===== config.mk =====
export PLATFORM = sky130hd
export DESIGN_NAME = flash_prot_host
export DESIGN_NICKNAME = d
export VERILOG_FILES = /design/src/pkg/flash_prot_pkg.sv /design/src/flash_cycle_engine.sv /design/src/flash_prot_host.sv
export VERILOG_INCLUDE_DIRS = /design/src /design/src/pkg
export SDC_FILE = /design/constraint.sdc
export NUM_CORES = 1
export LEC_CHECK = 0
export BUFFER_PORTS_ARGS = -buffer_cell sky130_fd_sc_hd__buf_2
export CAP_MARGIN = 20
export CORE_ASPECT_RATIO = 2
export CORE_UTILIZATION = 48
export CTS_CLUSTER_SIZE = 12
export DETAILED_ROUTE_END_ITERATION = 16
export PLACE_DENSITY = 0.69
export SYNTH_ARGS = -nofsm -noshare
export SYNTH_HDL_FRONTEND = slang
export SYNTH_SLANG_ARGS = --single-unit
export TNS_END_PERCENT = 20

===== constraint.sdc =====
create_clock -name mclk_in -period 19.92 [get_ports mclk_in]
set_clock_uncertainty 0.05 [all_clocks]
set_input_delay 0 -clock mclk_in [delete_from_list [all_inputs] [get_ports mclk_in]]
set_output_delay 0 -clock mclk_in [all_outputs]
set_load 0.05 [all_outputs]

===== src/pkg/flash_prot_map.svh =====
`ifndef FLASH_PROT_MAP_SVH
`define FLASH_PROT_MAP_SVH

// ========================================================================
// Software register byte offsets.
`define REG_CTRL        8'h00
`define REG_ADDR        8'h04
`define REG_WDATA       8'h08
`define REG_RDATA       8'h0c
`define REG_STAT        8'h10
`define REG_INT_STATUS  8'h14
`define REG_INT_ENABLE  8'h18
`define REG_INT_CLEAR   8'h1c

// ========================================================================
// Operation codes written to the control register.
`define OP_ARRAY        3'h1
`define OP_CONFIG       3'h2
`define OP_READ         3'h3
`define OP_PROG         3'h4
`define OP_LOCK         3'h5

// ========================================================================
// Flash command codes and the lock word.
`define CMD_READ_ARRAY  16'h00ff
`define CMD_READ_CONFIG 16'h0090
`define CMD_PROT_SETUP  16'h00c0
`define LOCK_WORD_DATA  16'hfffd
`define LOCK_WORD_ADDR  20'h00080

// ========================================================================
// Flash status byte bit positions.
`define SR_READY        7
`define SR_PROG_ERR     4
`define SR_SUPPLY_ERR   3
`define SR_LOCK_ERR     1

// ========================================================================
// Interrupt bit positions.
`define INT_DONE        0
`define INT_PROG_ERR    1
`define INT_LOCK_ERR    2
`define INT_SUPPLY_ERR  3

// ========================================================================
// Timing: clock period, access time and write pulse width in ns.
`define CLK_NS          50
`define T_ACC_NS        70
`define T_WP_NS         70
`define ACC_CYC         ((`T_ACC_NS + `CLK_NS - 1) / `CLK_NS)
`define WP_CYC          ((`T_WP_NS + `CLK_NS - 1) / `CLK_NS)
`define RD_CYC          (`ACC_CYC + 2)

`endif


===== src/pkg/flash_prot_pkg.sv =====
`default_nettype none

package flash_prot_pkg;

   // One flash bus cycle request.
   typedef struct packed {
      logic        wr;
      logic [19:0] addr;
      logic [15:0] data;
   } flash_req_t;

   // Flash bus pins driven by the host.
   typedef struct packed {
      logic        ce_n;
      logic        oe_n;
      logic        we_n;
      logic        dq_oe;
      logic [19:0] addr;
      logic [15:0] dq;
   } flash_pins_t;

endpackage

`default_nettype wire


===== src/flash_cycle_engine.sv =====
`timescale 1ns/100ps
`default_nettype none
`include "flash_prot_map.svh"

module flash_cycle_engine
   import flash_prot_pkg::*;
(
   input  wire logic        mclk_in,    // System clock.
   input  wire logic        sys_rst_in, // Asynchronous reset.
   input  wire logic        start_in,   // Start one bus cycle.
   input  wire flash_req_t  req_in,     // Cycle kind, address, data.
   input  wire logic [15:0] dq_in,      // Flash data pins in.
   output flash_pins_t      pins_out,   // Flash pin drive.
   output logic             done_out,   // Cycle finished pulse.
   output logic [15:0]      rdata_out   // Data captured by a read.
);

   typedef enum logic [1:0] {E_IDLE, E_SETUP, E_PULSE, E_HOLD} eng_st_t;

   eng_st_t     st_ff;
   logic [2:0]  cnt_ff;
   logic        wr_ff;
   logic [15:0] dq_s1_ff;
   logic [15:0] dq_s2_ff;

   // ======================================================================
   // Data pins pass two flip-flops before use.
   always_ff @(posedge mclk_in or posedge sys_rst_in) begin
      if (sys_rst_in) begin
         dq_s1_ff <= 16'h0000;
         dq_s2_ff <= 16'h0000;
      end else begin
         dq_s1_ff <= dq_in;
         dq_s2_ff <= dq_s1_ff;
      end
   end

   // ======================================================================
   // Sequencer: setup, strobe pulse, hold, release.
   always_ff @(posedge mclk_in or posedge sys_rst_in) begin
      if (sys_rst_in) begin
         st_ff     <= E_IDLE;
         cnt_ff    <= 3'h0;
         wr_ff     <= 1'b0;
         done_out  <= 1'b0;
         rdata_out <= 16'h0000;
         pins_out  <= '{ce_n: 1'b1, oe_n: 1'b1, we_n: 1'b1, dq_oe: 1'b0,
                        addr: 20'h00000, dq: 16'h0000};
      end else begin
         done_out <= 1'b0;
         case (st_ff)
            E_IDLE: begin
               if (start_in) begin
                  wr_ff          <= req_in.wr;
                  pins_out.addr  <= req_in.addr;
                  pins_out.dq    <= req_in.data;
                  pins_out.dq_oe <= req_in.wr;
                  pins_out.ce_n  <= 1'b0;
                  st_ff          <= E_SETUP;
               end
            end
            E_SETUP: begin
               // Assert the strobe and load its width.
               if (wr_ff) begin
                  pins_out.we_n <= 1'b0;
                  cnt_ff        <= 3'(`WP_CYC - 1);
               end else begin
                  pins_out.oe_n <= 1'b0;
                  cnt_ff        <= 3'(`RD_CYC - 1);
               end
               st_ff <= E_PULSE;
            end
            E_PULSE: begin
               if (cnt_ff == 3'h0) begin
                  pins_out.we_n <= 1'b1;
                  pins_out.oe_n <= 1'b1;
                  rdata_out     <= wr_ff ? rdata_out : dq_s2_ff;
                  st_ff         <= E_HOLD;
               end else begin
                  cnt_ff <= cnt_ff - 3'h1;
               end
            end
            E_HOLD: begin
               // Data held one cycle past the rising write strobe.
               pins_out.ce_n  <= 1'b1;
               pins_out.dq_oe <= 1'b0;
               done_out       <= 1'b1;
               st_ff          <= E_IDLE;
            end
            default: st_ff <= E_IDLE;
         endcase
      end
   end

endmodule
`default_nettype wire


===== src/flash_prot_host.sv =====
`timescale 1ns/100ps
`default_nettype none
`include "flash_prot_map.svh"

module flash_prot_host
   import flash_prot_pkg::*;
(
   input  wire logic        mclk_in,       // System clock, 20 MHz.
   input  wire logic        sys_rst_in,    // Asynchronous reset, high.
   input  wire logic [7:0]  reg_addr_in,   // Register byte address.
   input  wire logic [31:0] reg_wdata_in,  // Register write data.
   input  wire logic        reg_wr_in,     // Register write strobe.
   input  wire logic        reg_rd_in,     // Register read strobe.
   output logic [31:0]      reg_rdata_out, // Read data, next cycle.
   output logic             irq_out,       // Level interrupt.
   output logic             fl_rst_n_out,  // Flash reset, low active.
   output logic             fl_ce_n_out,   // Flash chip enable.
   output logic             fl_oe_n_out,   // Flash output enable.
   output logic             fl_we_n_out,   // Flash write enable.
   output logic [19:0]      fl_addr_out,   // Flash address.
   output logic [15:0]      fl_dq_out,     // Flash data out.
   output logic             fl_dq_oe_out,  // High while host drives data.
   input  wire logic [15:0] fl_dq_in       // Flash data in.
);

   typedef enum logic [2:0] {S_IDLE, S_W1, S_W2, S_POLL, S_RD} host_st_t;

   host_st_t    state_ff;
   logic [2:0]  op_ff;
   logic [19:0] addr_ff;
   logic [15:0] wdata_ff;
   logic [15:0] rdata_ff;
   logic [7:0]  sr_ff;
   logic [3:0]  int_stat_ff;
   logic [3:0]  int_en_ff;
   logic        start_ff;
   flash_req_t  req_ff;
   flash_pins_t pins;
   logic        cyc_done;
   logic [15:0] cyc_rdata;
   logic        ctrl_wr;
   logic        prog_op;
   logic [3:0]  evt;
   logic [3:0]  int_clr;

   // ======================================================================
   // Bus cycle engine.
   flash_cycle_engine u_eng (
      .mclk_in    (mclk_in),
      .sys_rst_in (sys_rst_in),
      .start_in   (start_ff),
      .req_in     (req_ff),
      .dq_in      (fl_dq_in),
      .pins_out   (pins),
      .done_out   (cyc_done),
      .rdata_out  (cyc_rdata)
   );

   // Pin outputs come from engine flip-flops.
   assign fl_ce_n_out  = pins.ce_n;
   assign fl_oe_n_out  = pins.oe_n;
   assign fl_we_n_out  = pins.we_n;
   assign fl_addr_out  = pins.addr;
   assign fl_dq_out    = pins.dq;
   assign fl_dq_oe_out = pins.dq_oe;

   // ======================================================================
   // Control write is taken only when idle.
   assign ctrl_wr = reg_wr_in && (reg_addr_in == `REG_CTRL) &&
                    (state_ff == S_IDLE);
   assign prog_op = (op_ff == `OP_PROG) || (op_ff == `OP_LOCK);
   assign int_clr = (reg_wr_in && (reg_addr_in == `REG_INT_CLEAR)) ?
                    reg_wdata_in[3:0] : 4'h0;

   // Events: completion and flash status error flags.
   always_comb begin
      evt = 4'h0;
      if (cyc_done && ((state_ff == S_RD) ||
                       ((state_ff == S_W1) && !prog_op))) begin
         evt[`INT_DONE] = 1'b1;
      end
      if (cyc_done && (state_ff == S_POLL) && cyc_rdata[`SR_READY]) begin
         evt[`INT_DONE]       = 1'b1;
         evt[`INT_PROG_ERR]   = cyc_rdata[`SR_PROG_ERR];
         evt[`INT_LOCK_ERR]   = cyc_rdata[`SR_LOCK_ERR];
         evt[`INT_SUPPLY_ERR] = cyc_rdata[`SR_SUPPLY_ERR];
      end
   end

   // ======================================================================
   // Software-written registers.
   always_ff @(posedge mclk_in or posedge sys_rst_in) begin
      if (sys_rst_in) begin
         addr_ff   <= 20'h00000;
         wdata_ff  <= 16'h0000;
         int_en_ff <= 4'h0;
      end else if (reg_wr_in) begin
         case (reg_addr_in)
            `REG_ADDR:       addr_ff   <= reg_wdata_in[19:0];
            `REG_WDATA:      wdata_ff  <= reg_wdata_in[15:0];
            `REG_INT_ENABLE: int_en_ff <= reg_wdata_in[3:0];
            default:         addr_ff   <= addr_ff;
         endcase
      end
   end

   // ======================================================================
   // Sticky interrupt status; a set wins over a clear.
   always_ff @(posedge mclk_in or posedge sys_rst_in) begin
      if (sys_rst_in) begin
         int_stat_ff <= 4'h0;
         irq_out     <= 1'b0;
      end else begin
         int_stat_ff <= (int_stat_ff & ~int_clr) | evt;
         irq_out     <= |(((int_stat_ff & ~int_clr) | evt) & int_en_ff);
      end
   end

   // ======================================================================
   // Register read data, one cycle after the read strobe.
   always_ff @(posedge mclk_in or posedge sys_rst_in) begin
      if (sys_rst_in) begin
         reg_rdata_out <= 32'h00000000;
      end else if (reg_rd_in) begin
         case (reg_addr_in)
            `REG_CTRL:       reg_rdata_out <= {29'h0, op_ff};
            `REG_ADDR:       reg_rdata_out <= {12'h000, addr_ff};
            `REG_WDATA:      reg_rdata_out <= {16'h0000, wdata_ff};
            `REG_RDATA:      reg_rdata_out <= {16'h0000, rdata_ff};
            `REG_STAT:       reg_rdata_out <= {16'h0000, sr_ff, 7'h00,
                                               state_ff != S_IDLE};
            `REG_INT_STATUS: reg_rdata_out <= {28'h0000000, int_stat_ff};
            `REG_INT_ENABLE: reg_rdata_out <= {28'h0000000, int_en_ff};
            default:         reg_rdata_out <= 32'h00000000;
         endcase
      end else begin
         reg_rdata_out <= 32'h00000000;
      end
   end

   // ======================================================================
   // Flash reset released once the host leaves reset.
   always_ff @(posedge mclk_in or posedge sys_rst_in) begin
      if (sys_rst_in) begin
         fl_rst_n_out <= 1'b0;
      end else begin
         fl_rst_n_out <= 1'b1;
      end
   end

   // ======================================================================
   // Command sequencer.
   always_ff @(posedge mclk_in or posedge sys_rst_in) begin
      if (sys_rst_in) begin
         state_ff <= S_IDLE;
         op_ff    <= 3'h0;
         start_ff <= 1'b0;
         req_ff   <= '0;
         rdata_ff <= 16'h0000;
         sr_ff    <= 8'h00;
      end else begin
         start_ff <= 1'b0;
         case (state_ff)
            S_IDLE: begin
               if (ctrl_wr) begin
                  op_ff <= reg_wdata_in[2:0];
                  case (reg_wdata_in[2:0])
                     `OP_ARRAY: begin
                        req_ff   <= '{1'b1, addr_ff,
                                      `CMD_READ_ARRAY};
                        start_ff <= 1'b1;
                        state_ff <= S_W1;
                     end
                     `OP_CONFIG: begin
                        req_ff   <= '{1'b1, addr_ff,
                                      `CMD_READ_CONFIG};
                        start_ff <= 1'b1;
                        state_ff <= S_W1;
                     end
                     `OP_READ: begin
                        req_ff   <= '{1'b0, addr_ff, 16'h0000};
                        start_ff <= 1'b1;
                        state_ff <= S_RD;
                     end
                     `OP_PROG, `OP_LOCK: begin
                        req_ff   <= '{1'b1, addr_ff,
                                      `CMD_PROT_SETUP};
                        start_ff <= 1'b1;
                        state_ff <= S_W1;
                     end
                     default: state_ff <= S_IDLE;
                  endcase
               end
            end
            S_W1: begin
               if (cyc_done && prog_op) begin
                  // Second write: one 16-bit word, or the lock pattern.
                  if (op_ff == `OP_LOCK) begin
                     req_ff <= '{1'b1, `LOCK_WORD_ADDR,
                                 `LOCK_WORD_DATA};
                  end else begin
                     req_ff <= '{1'b1, addr_ff, wdata_ff};
                  end
                  start_ff <= 1'b1;
                  state_ff <= S_W2;
               end else if (cyc_done) begin
                  state_ff <= S_IDLE;
               end
            end
            S_W2: begin
               if (cyc_done) begin
                  req_ff   <= '{1'b0, addr_ff, 16'h0000};
                  start_ff <= 1'b1;
                  state_ff <= S_POLL;
               end
            end
            S_POLL: begin
               // Status reads repeat until the ready bit is seen.
               if (cyc_done && cyc_rdata[`SR_READY]) begin
                  sr_ff    <= cyc_rdata[7:0];
                  state_ff <= S_IDLE;
               end else if (cyc_done) begin
                  start_ff <= 1'b1;
               end
            end
            S_RD: begin
               if (cyc_done) begin
                  rdata_ff <= cyc_rdata;
                  state_ff <= S_IDLE;
               end
            end
            default: state_ff <= S_IDLE;
         endcase
      end
   end

   // ======================================================================
   // Checks.
   // The write strobe is seen low two and three edges after the start.
   chk_config_code: assert property (
      @(posedge mclk_in) disable iff (sys_rst_in)
      ctrl_wr && reg_wdata_in[2:0] == `OP_CONFIG |-> ##1 start_ff
      ##[2:3] (!fl_we_n_out && fl_dq_oe_out && fl_dq_out == 16'h0090))
      else $error("Config entry did not write 90h.");

   chk_array_code: assert property (
      @(posedge mclk_in) disable iff (sys_rst_in)
      ctrl_wr && reg_wdata_in[2:0] == `OP_ARRAY |-> ##[3:8]
      (!fl_we_n_out && fl_dq_out == 16'h00ff))
      else $error("Array return did not write FFh.");

   chk_setup_pair: assert property (
      @(posedge mclk_in) disable iff (sys_rst_in)
      cyc_done && state_ff == S_W1 && prog_op |=> start_ff && req_ff.wr
      && $past(fl_dq_out) == 16'h00c0)
      else $error("Setup C0h not followed by data write.");

   chk_word_once: assert property (
      @(posedge mclk_in) disable iff (sys_rst_in)
      state_ff == S_POLL |-> !(start_ff && req_ff.wr))
      else $error("Extra write while polling status.");

   chk_lock_word: assert property (
      @(posedge mclk_in) disable iff (sys_rst_in)
      state_ff == S_W2 && op_ff == `OP_LOCK && !fl_we_n_out |->
      fl_dq_out == 16'hfffd && fl_addr_out == `LOCK_WORD_ADDR)
      else $error("Lock write has wrong address or data.");

   chk_poll_ready: assert property (
      @(posedge mclk_in) disable iff (sys_rst_in)
      $past(state_ff) == S_POLL && state_ff == S_IDLE |-> sr_ff[7]
      && int_stat_ff[`INT_DONE])
      else $error("Program finished without ready status.");

endmodule
`default_nettype wire


* Word level (Yosys, flattened, before mapping) *
Cells that the tools add are included.

storage, ports and cells
  register bits = 241
  bits of input ports = 60

cells by class
  add/sub/neg operators = 1
  eq/ne operators = 31
  mux-type cells = 38
  bitwise gates (word level) = 5
  reductions and logical operators = 39

operators by type and width
  operator                                                count
  two-way mux 37 bit                                      4
  one-hot mux 37 bit (4 select lines)                     1
  one-hot mux 20 bit (7 select lines)                     1
  one-hot mux 37 bit (3 select lines)                     1
  two-way mux 36 bit                                      1
  equality test 8 x 5 -> 1 bit (second input constant)    4
  two-way mux 32 bit                                      1
  AND reduction 2 bit                                     10
  two-way mux 3 bit                                       6
  equality test 8 x 4 -> 1 bit (second input constant)    2
  equality test 3 bit (second input constant)             5
  one-hot mux 3 bit (5 select lines)                      1
  equality test 3 x 2 -> 1 bit (second input constant)    4
  one-hot mux 3 bit (2 select lines)                      2
  AND reduction 3 bit                                     4
  two-way mux 1 bit                                       10
  inequality test 2 x 1 -> 1 bit (second input constant)  5
  logical AND 1 bit                                       9
  bitwise AND 4 bit                                       2
  equality test 8 x 3 -> 1 bit (second input constant)    1
  logical NOT 8 bit                                       1
  two-way mux 4 bit                                       2
  inequality test 2 bit (second input constant)           4
  one-hot mux 2 bit (4 select lines)                      1
  other kinds (22)                                        32

* Depth between registers and ports, before layout *
Gate-level depths: netlist of the first run.

  depth in word-level cells = 11
  depth in mapped cells = 10
  mapped depth without buffers = 7

* Hierarchy *
Synthesis of the first run repeated with hierarchy kept, for this count alone.

second synthesis, totals
  cell total of the unflattened synthesis = 742
  area total of the unflattened synthesis = 9586.7 µm²

modules (own cells, without submodules)
  module              times used  cells an instance  area each (µm²)  sequential area each (µm²)
  flash_prot_host     1           540                6204.7           3353.2
  flash_cycle_engine  1           202                3382.0           2381.0

* Worst setup path before layout of the first run *
OpenSTA, ideal clock, no wires.

  path kind = reg2reg
  from = register u_eng.st_ff[0]
  to = register u_eng.rdata_out[0]
  setup time = 0.125 ns
  arrival time = 1.993 ns
  data required time = 19.745 ns
  slack = 17.753 ns
  cell stages (with the launch flop) = 7
  path buffers = 1
  clock period less this slack = 2.167 ns
  cell sequence = dfrtp_1 -> inv_1 -> ha_1 -> inv_1 -> nor3_1 -> buf_2 -> mux2_2

between the ends
  word-level cells in the longest chain between the ends = 2

RTL lines
  what                                  line                      RTL
  from (decl)                           flash_cycle_engine.sv:20  eng_st_t st_ff;
  from (signal assigned)                flash_cycle_engine.sv:42  st_ff <= E_IDLE;
  from (signal assigned)                flash_cycle_engine.sv:59  st_ff <= E_SETUP;
  from (signal assigned)                flash_cycle_engine.sv:71  st_ff <= E_PULSE;
  equality test 2 bit                   flash_cycle_engine.sv:51  case (st_ff)
  AND reduction 3 bit (no source line)  --
  to (signal assigned)                  flash_cycle_engine.sv:77  rdata_out <= wr_ff ? rdata_out : dq_s2_ff;
  to (decl)                             flash_cycle_engine.sv:15  output logic [15:0] rdata_out

No other way between the ends.
A chain may end at the register's enable or synchronous reset.

* Final worst setup path of the first run *
  from = register state_ff[2]
  to = register req_ff[35] (netlist name)

between the ends
  word-level cells in the longest chain between the ends = 4
  elaborated cells between the ends (all ways) = 11

RTL lines
  what                                    line                                           RTL
  from (decl)                             flash_prot_host.sv:28                          host_st_t state_ff;
  from (signal assigned)                  flash_prot_host.sv:155                         state_ff <= S_IDLE;
  from (signal assigned)                  flash_prot_host.sv:172                         state_ff <= S_W1;
  from (signal assigned)                  flash_prot_host.sv:178                         state_ff <= S_W1;
  logical NOT 3 bit                       flash_prot_host.sv:70, flash_prot_host.sv:163
  logical AND 1 bit                       flash_prot_host.sv:69                          assign ctrl_wr = reg_wr_in && (reg_addr_in == `REG_CTRL) &&
  inequality test 2 bit (no source line)  --
  AND reduction 5 bit (no source line)    --
  to (signal assigned)                    flash_prot_host.sv:169                         req_ff <= '{1'b1, addr_ff,
  to (signal assigned)                    flash_prot_host.sv:175                         req_ff <= '{1'b1, addr_ff,
  to (signal assigned)                    flash_prot_host.sv:181                         req_ff <= '{1'b0, addr_ff, 16'h0000};
  to (decl)                               flash_prot_host.sv:37                          flash_req_t req_ff;

Parallel ways exist; a longest one is shown, timed or not.

==> qor.yml, run 1 <==
run_status:
  status: "completed"
drt:
  via_per_inst: 5.42
  top_layer: "met4"
  drc: 0
  wl_per_cell_um: 18.7
  first_pass_iters: 4
  drt_iter0_drc: 254
  drt_wl_total_um: 21700
  drtAntennaViolNets: 0
  routed-via-count: 6262
  met2WireLength_um: 12500
  wl_met3_um: 649
  met1Wirelength_um: 7500
pwr:
  peakVddDrop_mv: 0.0700
  clockPowerShare: 0.367
  intPower_w: 0.000777
  p_seq_frac: 0.511
  switching_power_w: 0.000274
  power_density_mw_per_mm2: 93.3
  switching_share: 0.261
  p_comb_frac: 0.121
  leakagePower_nw: 5.50
cts:
  ctsHoldBuffers: 43
  clockBufferDepth: 3
  cts_buffers: 23
  post_cts_buffers: 0
  clk_latency_ns: 0.51
  cts.repair.resized: 0
  h-tree-depth: 1
  numClockSinks: 229
  clk_pin_slew_ns: 0.06
  cts_tree: "yes"
  cts-root-buf: "clkbuf_16"
final_layout:
  syn_to_final_growth_pct: 19.4
  diodes: 0
  final.fill_count: 1687
  drive_gt1_frac: 0.324
  area.sequential_sq_mm: 0.00573
  fin_nets: 955
  multi_input_area_sq_mm: 0.00344
floorplan:
  initial_core_util: 0.489
  die_x_um: 101
  io_pins: 134
  dieArea_sq_mm: 0.0202
  rows: 72
  dieHeight_um: 200
  core_sq_mm: 0.0193
sta:
  post-route-period-util: 0.136
  hold_ws_ns: 0.0288
  relSlewSlack: 0.319
  final_max_slew_viol_count: 0
  finalSetupViolCount: 0
  finalHoldViolCount: 0
  max_freq_mhz: 369
  setup_tns_ns: 0
  worst_pin_slew_ns: 1.01
  grt_setup_unrepaired: "false"
  period_needed_ns: 2.71
synthesis:
  syn_area_sq_mm: 0.00943
  synth_cells: 742
  synth_warnings: 0
  ys_ff_latch: 229
  ys_types: 58
  synth_ff_type: "dfrtp_1"
  synth.most_common_cell: "dfrtp_1"
  synthTopCellsByCount: "dfrtp_1, mux2_2, o21ai_0"
  synth_edf_count: 0
  yosysSeqAreaShare: 0.608
  avgSynthCellArea_sq_um: 12.7
  synth.area.top_cells: "dfrtp_1, mux2_2, o21ai_0"
  yosysTopAreaCell: "dfrtp_1"
  synthArstFlopShare: 1.00
  synth_top_area_frac: 0.600
global_routing:
  grt.overflow.total: 0
  grt_max_degree: 144
  grt_pass1_vias: 6519
  antenna_found_initial: 0
  grt_usage: 0.227
  grt_pass1_wl_um: 35100
min_path:
  hold_class: "primary input to flip-flop"
setup_path:
  crit_path_end_kind: "flip-flop"
  path_max_fanout: 30
  crit_arrival_ns: 3.00
  start_kind: "flip-flop"
  worstPathRequired_ns: 20.21
  criticalPathCategory: "flip-flop to flip-flop"
job:
  max-cap-violations: 0
placement:
  hpwl_um: 15500
  io_buffers: 109
  gp_congestion: 0.884
worst paths after layout:
kind,start,endpoint,slack (ns),depth (start not counted)
worst min register to register,u_eng.dq_s1_ff[4]$_DFF_PP0_,u_eng.dq_s2_ff[4]$_DFF_PP0_,0.30,0
worst max-delay path,state_ff[2]$_DFFE_PP0P_,req_ff[35]$_DFFE_PP0P_,17.21,5
worst max register to register,state_ff[2]$_DFFE_PP0P_,req_ff[35]$_DFFE_PP0P_,17.21,5
min in group asynchronous,sys_rst_in,reg_rdata_out[0]$_DFF_PP0_,0.17,3
max in group asynchronous,sys_rst_in,u_eng.dq_s1_ff[13]$_DFF_PP0_,18.24,5
worst min-delay path,reg_addr_in[7],int_stat_ff[2]$_DFF_PP0_,0.03,4
logic make-up (layout without fill, tap and decap cells):
group,count (synthesis),after routing,share of synthesized area
XOR/XNOR,1,1,0.000929
multiplexers,144,144,0.171
other,2,13,0.000797
flip-flops,229,229,0.608
buffers and inverters,64,208,0.0330
AO/OA/AOI/OAI,152,152,0.102
AND/OR/NAND/NOR,141,141,0.0730
adder cells (fa/ha/maj),9,9,0.0119
worst max-delay path, cell delays in order, from the launching register on:
cell,delay [ns]
dfrtp_1,0.58
or3_1,0.46
o22ai_2,0.18
buf_4,0.32
or2_1,0.75
o21ai_0,0.19
power by group through the flow:
| stage | Sequential [W] | Combinational [W] | Clock (W) |
|---|---|---|---|
| final | 0.000538 | 0.000128 | 0.000386 |
| after global placement | 0.000545 | 0.000119 | 0 |
| after CTS | 0.000539 | 0.000129 | 0.000395 |
| after floorplan | 0.000539 | 0.0000890 | 0 |
| after global routing | 0.000543 | 0.000142 | 0.000413 |
| after detailed placement | 0.000547 | 0.000122 | 0 |
through the flow:
step / power [W] / instance area (sq um) / instances / worst slack (ns) / util
detailed placement: 0.000669 / 10100 / 1075 / 17.22 / 0.526
floorplan: 0.000628 / 9470 / 753 / 13.60 / -
finish: 0.00105 / 11300 / 1156 / 17.21 / 0.584
global route: 0.00110 / 11300 / 1156 / 16.94 / 0.584
CTS: 0.00106 / 11200 / 1154 / 17.11 / 0.582
global placement: 0.000664 / 10100 / 1075 / 17.21 / 0.526
area by class of cell:
class | count | area share
multi-input cells | 460 | 0.306
repair buffers | 160 | 0.0945
clock buffers | 34 | 0.0557
inverters | 12 | 0.00467
clock inverters | 2 | 0.00156
well taps | 259 | 0.0288
flip-flops and latches | 229 | 0.509
state kept, by name (all words and copies together) (netlist names), 2 cells and up:
signal / count
rdata_ff: 16
op_ff: 3
u_eng.dq_s1_ff: 16
int_en_ff: 4
addr_ff: 20
wdata_ff: 16
u_eng.rdata_out: 16
u_eng.pins_out: 40
u_eng.dq_s2_ff: 16
u_eng.cnt_ff: 3
int_stat_ff: 4
state_ff: 3
reg_rdata_out: 20
sr_ff: 8
req_ff: 37
u_eng.st_ff: 2
layout by cell type (no fill, tap or decap), types with 3 or more instances in the layout:
master           n
nor3_1           6
nand3_1         12
clkbuf_16       23
buf_4            6
and3_1           5
o2bb2ai_1        7
a22oi_1         10
conb_1          13
a32oi_1          3
nor2b_1          4
o21ai_0         59
a22o_1           8
dfrtp_1        226
a31oi_1          3
clkbuf_1        10
dfstp_2          3
nor2_1          34
mux2_2         133
mux2i_1         11
nand2b_1         8
o22ai_1          3
nand2_1         48
buf_2          109
a21oi_1         11
ha_1             9
or3_1            3
inv_1           11
and2_1           4
o21ai_1         23
a21o_1           3
a2bb2oi_1        4
dlygate4sd3_1   43
layer usage:
metal  up-vias  global-route usage
met5         -                   0
met3        55              0.0255
met4         0               0.104
met2       133               0.430
li1       2900                   -
met1      3174               0.242
Power figures use the tool's default switching activity.
==> run 2, diff against run 1 <==
==> constraint.sdc (replaced) <==
create_clock -name mclk_in -period 2.8 [get_ports mclk_in]
set_clock_uncertainty 0.05 [all_clocks]
set_input_delay 0 -clock mclk_in [delete_from_list [all_inputs] [get_ports mclk_in]]
set_output_delay 0 -clock mclk_in [all_outputs]
set_load 0.05 [all_outputs]
==> run 2 against run 1 <==
Non-clock buffer count grew 15. Design area grew 1.1%. Sequential cell count is the same. Register-to-register slack lost 17 ns. Largest cell class unchanged. Global-route usage is essentially flat.
==> qor.yml, run 2 (same netlist as run 1, synthesis figures left out) <==
setup_path:
  r2r_end: "req_ff[35]$_DFFE_PP0P_"
  r2r-start: "state_ff[1]$_DFFE_PP0P_"
  criticalPathCategory: "primary input to flip-flop"
  reg2reg_slack_ns: 0.67
  worstPathRequired_ns: 3.19
  path_max_fanout: 8
  crit_path_end_kind: "flip-flop"
  start_kind: "primary input"
  crit_arrival_ns: 2.55
  rr_worst_depth: 5
pwr:
  clockPowerShare: 0.366
  power_density_mw_per_mm2: 656
  peakVddDrop_mv: 0.496
  leakagePower_nw: 5.57
  p_comb_frac: 0.122
  power_w: 0.00747
  switching_share: 0.261
  p_seq_frac: 0.511
  intPower_w: 0.00552
  switching_power_w: 0.00195
sta:
  finalHoldViolCount: 0
  grt_setup_unrepaired: "false"
  finalSetupViolCount: 0
  worst_pin_slew_ns: 0.865
  final_max_slew_viol_count: 0
  relSlewSlack: 0.422
  max_freq_mhz: 463
  period_needed_ns: 2.16
  post-route-period-util: 0.771
min_path:
  hp-start: "reg_addr_in[2]"
  hold_class: "primary input to flip-flop"
  min_path_cells: 3
  min_to: "reg_rdata_out[5]$_DFF_PP0_"
global_routing:
  antenna_found_initial: 0
  grt_pass1_vias: 6474
  grt.overflow.total: 0
  grt_max_degree: 101
  grt_usage: 0.227
  grt_pass1_wl_um: 34800
final_layout:
  final_cell_mix: "dfrtp_1, mux2_2, buf_2"
  fin_nets: 970
  design_area_sq_mm: 0.0114
  final.fill_count: 1639
  top_register: "u_eng.pins_out"
  largest_register_ffs: 40
  final_common_cell: "dfrtp_1"
  syn_to_final_growth_pct: 20.7
  layout.cells.non_filler: 1171
  drive_gt1_frac: 0.332
  largestRegisters: "u_eng.pins_out: 40 flops, req_ff: 37 flops"
  diodes: 0
floorplan:
  dieArea_sq_mm: 0.0202
  io_pins: 134
  rows: 72
  initial_core_util: 0.489
  core_sq_mm: 0.0193
  die_x_um: 101
  dieHeight_um: 200
placement:
  dp.cells: 1091
  hpwl_um: 15500
  gp_congestion: 0.913
  io_buffers: 109
  postPlaceCellArea_sq_mm: 0.0103
run_status:
  status: "completed"
cts:
  numClockSinks: 229
  cts-root-buf: "clkbuf_16"
  clk_pin_slew_ns: 0.06
  cts_buffers: 23
  clk_latency_ns: 0.52
  post_cts_buffers: 0
  clockBufferDepth: 3
  ctsHoldBuffers: 44
  h-tree-depth: 1
  cts_tree: "yes"
  cts.repair.resized: 0
drt:
  routed-via-count: 6262
  drc: 0
  via_per_inst: 5.35
  drtAntennaViolNets: 0
  drt_iter0_drc: 265
  wl_per_cell_um: 18.5
  first_pass_iters: 4
  drt_wl_total_um: 21600
job:
  max-cap-violations: 0
run 2: worst max path at each step:
stage                                 start                          to  slack, ns  depth (start not counted)
detailed placement  state_ff[1]$_DFFE_PP0P_      req_ff[33]$_DFFE_PP0P_       0.69                          5
global placement    state_ff[1]$_DFFE_PP0P_      req_ff[33]$_DFFE_PP0P_       0.74                          5
finish                       reg_addr_in[6]  reg_rdata_out[3]$_DFF_PP0_       0.64                          8
global route                 reg_addr_in[6]  reg_rdata_out[3]$_DFF_PP0_       0.40                          8
CTS                 state_ff[1]$_DFFE_PP0P_      req_ff[33]$_DFFE_PP0P_       0.68                          5
floorplan                        sys_rst_in      addr_ff[0]$_DFFE_PP0P_      -0.24                          1
run 2: worst max-delay path: stages:
cell           delay [ns]
dlygate4sd3_1        0.55
buf_2                0.14
nor2_1               0.14
dlygate4sd3_1        0.57
nand2_1              0.08
nor3b_1              0.72
a22oi_1              0.21
nor2_1               0.15
run 2: power by group through the flow:
stage	clock network, W	logic (W)	registers (W)
after floorplan	0	0.000634	0.00383
after global placement	0	0.000849	0.00387
after detailed placement	0	0.000874	0.00388
after CTS	0.00280	0.000926	0.00383
after global routing	0.00294	0.00102	0.00386
final	0.00274	0.000914	0.00382
run 2: metal layers:
| layer | wire (um) | share of wire | vias to the layer above | global-route usage |
|---|---|---|---|---|
| met4 | 1120 | 0.052 | 0 | 0.117 |
| li1 | - | - | 2922 | - |
| met1 | 7740 | 0.36 | 3139 | 0.242 |
| met5 | 0 | 0 | - | 0 |
| met2 | 12100 | 0.56 | 149 | 0.422 |
| met3 | 685 | 0.032 | 52 | 0.0304 |
run 2: cell type report:
| cell class | count | area, sq um | share of cell area |
|---|---|---|---|
| Sequential cell | 229 | 5730 | 0.504 |
| Multi-Input combinational cell | 460 | 3440 | 0.302 |
| Timing Repair Buffer | 175 | 1200 | 0.106 |
| Clock buffer | 34 | 617 | 0.0542 |
| Tap cell | 259 | 324 | 0.0285 |
| Inverter | 12 | 48.8 | 0.00429 |
| Clock inverter | 2 | 20.0 | 0.00176 |
run 2: stage by stage:
step / TNS (ns) / hold slack (ns) / util / setup slack [ns]
after detailed placement: 0 / -0.101 / 0.534 / 0.693
after global placement: 0 / -0.106 / 0.534 / 0.739
after floorplan: -54.58 / -0.0186 / - / -0.242
after CTS: 0 / 0.0149 / 0.590 / 0.676
final: 0 / 0.0197 / 0.590 / 0.640
after global routing: 0 / 0.00574 / 0.590 / 0.402
